## config.mk

```make
export PLATFORM = sky130hd
export DESIGN_NAME = flash_status2_config1_regs
export DESIGN_NICKNAME = d
export VERILOG_FILES = /design/src/rtl/flash_regs_pkg.sv /design/src/rtl/serial_link_if.sv /design/src/rtl/serial_front.sv /design/src/rtl/flash_status2_config1_regs.sv
export VERILOG_INCLUDE_DIRS = /design/src /design/src/rtl
export SDC_FILE = /design/constraint.sdc
export NUM_CORES = 1
export LEC_CHECK = 0
export ABC_AREA = 1
export BUFFER_PORTS_ARGS = -buffer_cell sky130_fd_sc_hd__buf_4
export CORE_MARGIN = 2
export CORE_UTILIZATION = 52
export DETAILED_ROUTE_END_ITERATION = 6
export PLACE_DENSITY = 0.79
export SLEW_MARGIN = 20
export SYNTH_ARGS = -nofsm -noshare
export SYNTH_HDL_FRONTEND = slang
export SYNTH_SLANG_ARGS = --single-unit
```

## constraint.sdc

```tcl
create_clock -name clock -period 1.23 [get_ports clock]
set_input_delay 0.123 -clock clock [delete_from_list [all_inputs] [get_ports clock]]
set_output_delay 0.123 -clock clock [all_outputs]
set_load 0.02 [all_outputs]
```

## src/rtl/flash_regs_map.svh

```systemverilog
`ifndef FLASH_REGS_MAP_SVH
`define FLASH_REGS_MAP_SVH

// Serial opcodes
`define OP_READ_ANY 8'h65
`define OP_WRITE_ANY 8'h71

// Register addresses carried in the byte after the opcode
`define ADDR_SUSPEND_ERASE_STATUS 8'h03
`define ADDR_PERSISTENT_CONFIG 8'h02

// Status register fields
`define SR2_ERASE_RESULT 2
`define SR2_ERASE_SUSP 1
`define SR2_PROG_SUSP 0
`define SR2_RESET 8'h00

// Persistent configuration fields
`define CFG_ORIGIN 5
`define CFG_VOLATILITY 3
`define CFG_PARAM_LOC 2
`define CFG_WIDE_IO 1
`define CFG_FREEZE 0
`define CFG_RESET 8'h00
`define CFG_RW_MASK 8'h02
`define CFG_OTP_MASK 8'h2c
`define CFG_READ_MASK 8'h2f

// Protection extent in sixty-fourths of the array
`define PROT_WHOLE 7'h40
`define PROT_BP_ALL 3'h7
`define PROT_BP_NONE 3'h0

`define BITS_PER_BYTE_LAST 3'h7
`define BYTE_ZERO 8'h00

`endif

```

## src/rtl/flash_regs_pkg.sv

```systemverilog
package flash_regs_pkg;
    typedef enum logic [1:0] {
        F_CMD,
        F_ADDR,
        F_DATA,
        F_SKIP
    } frame_state_t;

    typedef logic [2:0] bp_t;
    typedef logic [6:0] extent_t;
endpackage

```

## src/rtl/serial_link_if.sv

```systemverilog
`timescale 1ns/10ps
`default_nettype none
interface serial_link_if;
    logic byte_valid;
    logic [7:0] rx_byte;
    logic cs_active;
    logic load;
    logic [7:0] tx_byte;
    logic drive;
    logic so;
    logic so_oe;

    modport front (
        output byte_valid,
        output rx_byte,
        output cs_active,
        output so,
        output so_oe,
        input load,
        input tx_byte,
        input drive
    );
    modport bank (
        input byte_valid,
        input rx_byte,
        input cs_active,
        input so,
        input so_oe,
        output load,
        output tx_byte,
        output drive
    );
endinterface
`default_nettype wire

```

## src/rtl/serial_front.sv

```systemverilog
`timescale 1ns/10ps
`default_nettype none
`include "flash_regs_map.svh"
module serial_front (
    // Clock and reset
    input wire logic clock,
    input wire logic rst_n,
    // Serial pins
    input wire logic cs_n,
    input wire logic sck,
    input wire logic si,
    // Toward the register bank
    serial_link_if.front link
);
    typedef struct packed {
        logic sck_m;
        logic sck_s;
        logic sck_d;
        logic cs_m;
        logic cs_s;
        logic si_m;
        logic si_s;
        logic [7:0] rx_sr;
        logic [2:0] bit_cnt;
        logic byte_valid;
        logic [7:0] rx_byte;
        logic [7:0] tx_sr;
        logic so;
        logic so_oe;
    } front_t;

    front_t st_ff;
    front_t nxt_st;

    always_comb begin
        nxt_st = st_ff;
        nxt_st.sck_m = sck;
        nxt_st.sck_s = st_ff.sck_m;
        nxt_st.sck_d = st_ff.sck_s;
        nxt_st.cs_m = cs_n;
        nxt_st.cs_s = st_ff.cs_m;
        nxt_st.si_m = si;
        nxt_st.si_s = st_ff.si_m;
        nxt_st.byte_valid = 1'b0;
        if (st_ff.cs_s) begin
            nxt_st.bit_cnt = '0;
            nxt_st.so_oe = 1'b0;
        end else begin
            // Mode 0: sample on rising, shift out on falling
            if (st_ff.sck_s && !st_ff.sck_d) begin
                nxt_st.rx_sr = {st_ff.rx_sr[6:0], st_ff.si_s};
                nxt_st.bit_cnt = st_ff.bit_cnt + 3'h1;
                if (st_ff.bit_cnt == `BITS_PER_BYTE_LAST) begin
                    nxt_st.byte_valid = 1'b1;
                    nxt_st.rx_byte = {st_ff.rx_sr[6:0], st_ff.si_s};
                end
            end
            if (!st_ff.sck_s && st_ff.sck_d) begin
                nxt_st.so = st_ff.tx_sr[7];
                nxt_st.tx_sr = {st_ff.tx_sr[6:0], 1'b0};
                nxt_st.so_oe = link.drive;
            end
        end
        if (link.load) begin
            nxt_st.tx_sr = link.tx_byte;
        end
    end

    always_ff @(posedge clock or negedge rst_n) begin
        if (!rst_n) begin
            st_ff <= '{cs_m: 1'b1, cs_s: 1'b1, default: '0};
        end else begin
            st_ff <= nxt_st;
        end
    end

    assign link.byte_valid = st_ff.byte_valid;
    assign link.rx_byte = st_ff.rx_byte;
    assign link.cs_active = !st_ff.cs_s;
    assign link.so = st_ff.so;
    assign link.so_oe = st_ff.so_oe;
endmodule
`default_nettype wire

```

## src/rtl/flash_status2_config1_regs.sv

```systemverilog
// What this block does
// - Status register two read-only, read-any only
// - Bit 2 holds latest erase-check result
// - Erase result invalid while suspended
// - Bit 1 shows erase suspended
// - Bit 0 shows program suspended
// - Config read 65h, written 71h
// - Config bits 7,6,4 reserved, zero
// - Bit 5 picks protection start end
// - Set one-time bit ignores zero write
// - Origin picks readable boot range
// - Protection 1/64 up to whole array
// - Bit 2 places parameter sectors
// - Bit 1 is quad-width default
// - Bit 0 read-only freeze default
// - Bit 3 selects volatile protection bits
`timescale 1ns/10ps
`default_nettype none
`include "flash_regs_map.svh"
module flash_status2_config1_regs (
    // Clock and reset
    input wire logic clock,
    input wire logic rst_n,
    // Serial pins
    input wire logic cs_n,
    input wire logic sck,
    input wire logic si,
    output logic so,
    output logic so_oe,
    // Device status from core logic
    input wire logic erase_check_done,
    input wire logic erase_check_result,
    input wire logic erase_suspended,
    input wire logic program_suspended,
    input wire logic write_enable_latch,
    input wire logic uniform_sectors,
    input wire logic read_password_mode,
    input wire flash_regs_pkg::bp_t block_protection_bits,
    // Configuration toward core logic
    output logic protection_origin_bit,
    output logic protection_volatility_select,
    output logic parameter_sector_location,
    output logic wide_io_default,
    output logic freeze_default,
    output logic boot_low_readable,
    output logic boot_high_readable,
    output flash_regs_pkg::extent_t prot_lo,
    output flash_regs_pkg::extent_t prot_hi
);
    import flash_regs_pkg::*;

    typedef struct packed {
        frame_state_t state;
        logic is_read;
        logic [7:0] addr;
        logic erase_result_bit;
        logic erase_suspended_flag;
        logic program_suspended_flag;
        logic [7:0] cfg;
        logic load;
        logic [7:0] tx_byte;
        logic drive;
        logic boot_low;
        logic boot_high;
        logic param_top;
        extent_t lo;
        extent_t hi;
    } bank_t;

    bank_t st_ff;
    bank_t nxt_st;
    serial_link_if link ();

    serial_front u_front (
        .clock(clock),
        .rst_n(rst_n),
        .cs_n(cs_n),
        .sck(sck),
        .si(si),
        .link(link.front)
    );

    function automatic logic [7:0] read_value(input bank_t s, input logic [7:0] a);
        logic [7:0] v;
        v = `BYTE_ZERO;
        if (a == `ADDR_SUSPEND_ERASE_STATUS) begin
            // Erase result masked while suspended
            v[`SR2_ERASE_RESULT] = s.erase_result_bit
                && !(s.erase_suspended_flag || s.program_suspended_flag);
            v[`SR2_ERASE_SUSP] = s.erase_suspended_flag;
            v[`SR2_PROG_SUSP] = s.program_suspended_flag;
        end else if (a == `ADDR_PERSISTENT_CONFIG) begin
            v = s.cfg & `CFG_READ_MASK;
        end
        return v;
    endfunction

    function automatic extent_t extent(input bp_t bp);
        extent_t e;
        e = '0;
        if (bp == `PROT_BP_ALL) begin
            e = `PROT_WHOLE;
        end else if (bp != `PROT_BP_NONE) begin
            e = extent_t'(7'h01 << (bp - 3'h1));
        end
        return e;
    endfunction

    always_comb begin
        extent_t sz;
        sz = extent(block_protection_bits);
        nxt_st = st_ff;
        nxt_st.load = 1'b0;
        nxt_st.erase_suspended_flag = erase_suspended;
        nxt_st.program_suspended_flag = program_suspended;
        if (erase_check_done) begin
            nxt_st.erase_result_bit = erase_check_result;
        end
        if (!link.cs_active) begin
            nxt_st.state = F_CMD;
            nxt_st.drive = 1'b0;
        end else if (link.byte_valid) begin
            unique case (st_ff.state)
                F_CMD: begin
                    // Only the two register commands reach these registers
                    if (link.rx_byte == `OP_READ_ANY) begin
                        nxt_st.state = F_ADDR;
                        nxt_st.is_read = 1'b1;
                    end else if (link.rx_byte == `OP_WRITE_ANY) begin
                        nxt_st.state = F_ADDR;
                        nxt_st.is_read = 1'b0;
                    end else begin
                        nxt_st.state = F_SKIP;
                    end
                end
                F_ADDR: begin
                    nxt_st.addr = link.rx_byte;
                    nxt_st.state = F_DATA;
                    if (st_ff.is_read) begin
                        nxt_st.load = 1'b1;
                        nxt_st.tx_byte = read_value(st_ff, link.rx_byte);
                        nxt_st.drive = 1'b1;
                    end
                end
                F_DATA: begin
                    if (st_ff.is_read) begin
                        // Repeats the same register while clocked
                        nxt_st.load = 1'b1;
                        nxt_st.tx_byte = read_value(st_ff, st_ff.addr);
                    end else begin
                        nxt_st.state = F_SKIP;
                        if (write_enable_latch && st_ff.addr == `ADDR_PERSISTENT_CONFIG) begin
                            // One-time bits only set; reserved and read-only kept
                            nxt_st.cfg = (st_ff.cfg & ~`CFG_RW_MASK)
                                | (link.rx_byte & `CFG_RW_MASK)
                                | (link.rx_byte & `CFG_OTP_MASK);
                        end
                    end
                end
                F_SKIP: begin
                    nxt_st.state = F_SKIP;
                end
            endcase
        end
        nxt_st.boot_low = read_password_mode && !st_ff.cfg[`CFG_ORIGIN];
        nxt_st.boot_high = read_password_mode && st_ff.cfg[`CFG_ORIGIN];
        nxt_st.param_top = st_ff.cfg[`CFG_PARAM_LOC] && !uniform_sectors;
        if (st_ff.cfg[`CFG_ORIGIN]) begin
            nxt_st.lo = '0;
            nxt_st.hi = sz;
        end else begin
            nxt_st.lo = `PROT_WHOLE - sz;
            nxt_st.hi = `PROT_WHOLE;
        end
    end

    always_ff @(posedge clock or negedge rst_n) begin
        if (!rst_n) begin
            st_ff <= '{state: F_CMD, cfg: `CFG_RESET, default: '0};
        end else begin
            st_ff <= nxt_st;
        end
    end

    assign link.load = st_ff.load;
    assign link.tx_byte = st_ff.tx_byte;
    assign link.drive = st_ff.drive;
    assign so = link.so;
    assign so_oe = link.so_oe;
    assign protection_origin_bit = st_ff.cfg[`CFG_ORIGIN];
    assign protection_volatility_select = st_ff.cfg[`CFG_VOLATILITY];
    assign parameter_sector_location = st_ff.param_top;
    assign wide_io_default = st_ff.cfg[`CFG_WIDE_IO];
    assign freeze_default = st_ff.cfg[`CFG_FREEZE];
    assign boot_low_readable = st_ff.boot_low;
    assign boot_high_readable = st_ff.boot_high;
    assign prot_lo = st_ff.lo;
    assign prot_hi = st_ff.hi;

    logic erase_suspended_flag_q;
    assign erase_suspended_flag_q = st_ff.erase_suspended_flag;
endmodule
`default_nettype wire

```

==> out/metrics.csv <==
metric,value,unit
port_buffers,36,
vdd_ir_drop_max,0.000924,V
drt_drc_violations_left,0,
p_sw_frac,0.228,
power.switching,0.00118,W
fmax,0.705,GHz
worst-path-max-fanout,4,
worstSetupPathType,register to register,
die_area,0.00714,sq mm
placeableCoreArea,0.00631,sq mm
type_of_the_tightest_min_delay_check,input pin to register,
cpMaxStageDelayCell,sky130_fd_sc_hd__dfrtp_1,
die_height,84.5,um
layout.cells.non_filler,541,
post_synth_instance_area,0.00337,sq mm
cts_sinks,78,
critical_path.endpoint_type,register,
finalNetCount,483,
max-clock-path-buffers,2,
cts_root_buffer,sky130_fd_sc_hd__clkbuf_8,
globalplace.congestion,0.889,
flow.area_growth_from_synthesis,42.2,%
grt_antenna_before_repair,0,
maxCapViolations,0,
avgViaCountPerCell,5.09,
power.share.clock,0.407,
finClkSkew,0.00921,ns
timing.final.setup_violations,29,
violated_checks,negative setup slack,
ys.warnings.count,0,
path_buf_inv,1,
final_count_of_hold_timing_violations,0,
sequentialPowerShare,0.520,
critical_path.top_delay_family,simple AND/OR/NAND/NOR gates,
fin_crit,1.42,ns
worstPathCellList,inv_2 > nand2_1 > nor2_2 > nand2_2 > nor2_1 > nand2_1 > nand3_1 > nand2_1 > nand2_1,
worst-endpoint-required,1.53,ns
synth_cell_type_count,30,
avgSynthCellArea,9.26,sq um
drive_above_1_share,0.416,
power-per-cell-area,1080,mW/mm^2
vias,2751,
power.leakage,2.35,nW
cp_data_arrival_time,1.72,ns
cts_inserted_buffers,9,
ports_placed_on_the_boundary,38,
floorplan.rows,29,
final.setup.worst_slack,-0.188,ns
placedCellCount,492,
fill_cells,402,
total_of_flip_flops_plus_latches_after_synthesis,78,
yosysSeqAreaShare,0.580,
die_w,84.5,um
cts.clk_slew.worst_paths,0.08,ns
setup-tns-final,-1.94,ns
diodes,0,
largest_net_degree_at_the_start_of_global_routing,42,
netlist_instances,364,
drt-pass1-iter-count,4,
startpoint_type,register,
grt_setup_unrepaired,yes,
power.internal,0.00400,W
starting_drc_count_in_detailed_routing,269,
cp_common_cell,sky130_fd_sc_hd__nand2_1,
period_share,1.15,
grt-ovfl-total,0,
crit_path_max_incr_delay,0.40,ns
routed_len_inst,14.3,um
grt_pass1_wl,11700,um
finalMaxSlewViolations,0,
finalWirelength,7720,um
synth.net_count,387,
hpwl,4610,um
grt_pass1_vias,2696,
dpl_worst_slack,-0.114,ns
tritoncts,done,
antenna_left,0,
start_util,0.534,
comb_power_share,0.074,
global_route.usage.total,0.208,
status,finished with violations,
worst_skew_pair.late_latency,0.35,ns
ctsHtreeMaxLevel,3,
layout make-up:
class,instances,area [sq um],share of cell area
inverter,55,223,0.0465
sequential,78,1960,0.408
clock buffer,10,138,0.0287
clock inverter,5,83.8,0.0175
tap,77,96.3,0.0201
timing repair buffer,103,893,0.186
multi-input combinational,213,1400,0.293
power by group through the flow:
stage                     Sequential (W)  Combinational (W)  Clock [W]
after floorplan                  0.00273           0.000147          0
after global placement           0.00273           0.000297          0
after detailed placement         0.00274           0.000308          0
after CTS                        0.00269           0.000344    0.00214
after global routing             0.00270           0.000428    0.00226
final                            0.00269           0.000382    0.00211
worst paths after layout:
| kind | slack, ns | cells after the start | startpoint | end |
|---|---|---|---|---|
| max in group asynchronous | 0.54 | 3 | rst_n | u_front.nxt_st[32] |
| min in group asynchronous | 0.16 | 2 | rst_n | prot_hi[6] |
| worst min-delay path | 0.05 | 3 | block_protection_bits[2] | prot_hi[3] |
| worst min register to register | 0.35 | 0 | u_front.nxt_st[35] | u_front.nxt_st[34] |
| worst max-delay path | -0.19 | 9 | u_front.link.rx_byte[0] | link.tx_byte[2] |
| worst max register to register | -0.19 | 9 | u_front.link.rx_byte[0] | link.tx_byte[2] |
synth_stat cells:
| master | count | share of area |
|---|---|---|
| sky130_fd_sc_hd__dfstp_2 | 2 | 0.016 |
| sky130_fd_sc_hd__nor3_1 | 1 | 0.0015 |
| sky130_fd_sc_hd__inv_1 | 53 | 0.059 |
| sky130_fd_sc_hd__dfrtp_1 | 76 | 0.56 |
| sky130_fd_sc_hd__nand2_1 | 82 | 0.091 |
| sky130_fd_sc_hd__a22oi_1 | 3 | 0.0067 |
| sky130_fd_sc_hd__inv_2 | 2 | 0.0022 |
| sky130_fd_sc_hd__o21ai_0 | 35 | 0.052 |
| sky130_fd_sc_hd__nor2_1 | 36 | 0.040 |
| sky130_fd_sc_hd__conb_1 | 1 | 0.0011 |
| sky130_fd_sc_hd__a31oi_1 | 1 | 0.0019 |
| sky130_fd_sc_hd__o22ai_1 | 2 | 0.0037 |
| sky130_fd_sc_hd__nand2_4 | 2 | 0.0067 |
| sky130_fd_sc_hd__nor4_1 | 2 | 0.0037 |
| sky130_fd_sc_hd__o21ai_2 | 6 | 0.016 |
| sky130_fd_sc_hd__buf_4 | 16 | 0.036 |
| sky130_fd_sc_hd__nand2_2 | 2 | 0.0037 |
| sky130_fd_sc_hd__a21oi_2 | 1 | 0.0026 |
| sky130_fd_sc_hd__nor2_4 | 3 | 0.010 |
| sky130_fd_sc_hd__o32ai_1 | 1 | 0.0026 |
| sky130_fd_sc_hd__buf_6 | 1 | 0.0033 |
| sky130_fd_sc_hd__o221ai_1 | 1 | 0.0026 |
| sky130_fd_sc_hd__or2_0 | 1 | 0.0019 |
| sky130_fd_sc_hd__nand4_1 | 3 | 0.0056 |
| sky130_fd_sc_hd__o31ai_1 | 1 | 0.0022 |
| sky130_fd_sc_hd__a21oi_1 | 2 | 0.0030 |
| sky130_fd_sc_hd__ha_1 | 8 | 0.030 |
| sky130_fd_sc_hd__a22o_1 | 2 | 0.0052 |
| sky130_fd_sc_hd__nand3_1 | 16 | 0.024 |
| sky130_fd_sc_hd__buf_2 | 2 | 0.0030 |
kinds of logic (layout without fill, tap and decap cells):
kind of cell    Yosys count  in the layout  synth area share
simple gates            148            149             0.188
flops                    78             78             0.580
buf+inv                  74            173             0.103
compound gates           55             55            0.0980
fa+ha+maj                 8              8            0.0297
other cells               1              1           0.00111
flip-flops by register name, indices dropped and copies added, names as in the netlist:
signal and count:
boot_high_readable 1, boot_low_readable 1, erase_suspended_flag_q 1, link.drive 1, link.load 1, link.tx_byte 5, parameter_sector_location 1, prot_hi 7
prot_lo 7, protection_origin_bit 1, protection_volatility_select 1, st_ff 14, u_front.link.byte_valid 1, u_front.link.rx_byte 8, u_front.link.so 1, u_front.link.so_oe 1
u_front.nxt_st 4, u_front.st_ff 21, wide_io_default 1
worst register-to-register path: cells and delay by family (launching register included):
family | cells | cell delay [ns]
simple gates | 8 | 0.89
flops | 1 | 0.40
buf+inv | 1 | 0.09
per-stage QoR:
stage	util	cell area (sq um)	power, W	hold WS (ns)
2_1_floorplan	-	3420	0.00288	-0.173
3_3_place_gp	0.623	3930	0.00303	-0.0178
3_5_place_dp	0.623	3930	0.00304	-0.0117
4_1_cts	0.696	4400	0.00517	0.0366
5_1_grt	0.759	4790	0.00539	0.0541
6_report	0.759	4790	0.00518	0.0511
timing repair:
action / CTS / global route
pin swaps: 10 / 20
cloned: 1 / 2
hold buffers: 11 / 1
endpoints found under the setup margin: 16 / 46
setup buffers: 4 / 17
gates resized for setup: 26 / 92
endpoints found under the hold margin: 86 / 1
layer usage:
metal / track usage / wire [um] / up-vias / part of all wire
met5: 0 / 0 / - / 0
met2: 0.375 / 4220 / 66 / 0.55
li1: - / - / 1320 / -
met1: 0.236 / 2960 / 1342 / 0.38
met4: 0.101 / 240 / 0 / 0.031
met3: 0.0403 / 303 / 23 / 0.039
cell usage in the layout (no fill, tap or decap), drive strengths merged:
cell,synthesis,final
clkbuf,0,11
o221ai,1,1
nand4,3,3
or2,1,1
nor4,2,2
clkinvlp,0,3
bufinv,0,2
nor2,39,39
clkinv,0,1
o32ai,1,1
dlygate4sd3,0,11
inv,55,54
a31oi,1,1
a21oi,3,3
dfrtp,76,76
nand2,86,87
o31ai,1,1
nand3,16,16
dfstp,2,2
o22ai,2,2
nor3,1,1
ha,8,8
a22o,2,2
conb,1,1
buf,19,91
a22oi,3,3
o21ai,41,41
Power figures use the tool's default switching activity.
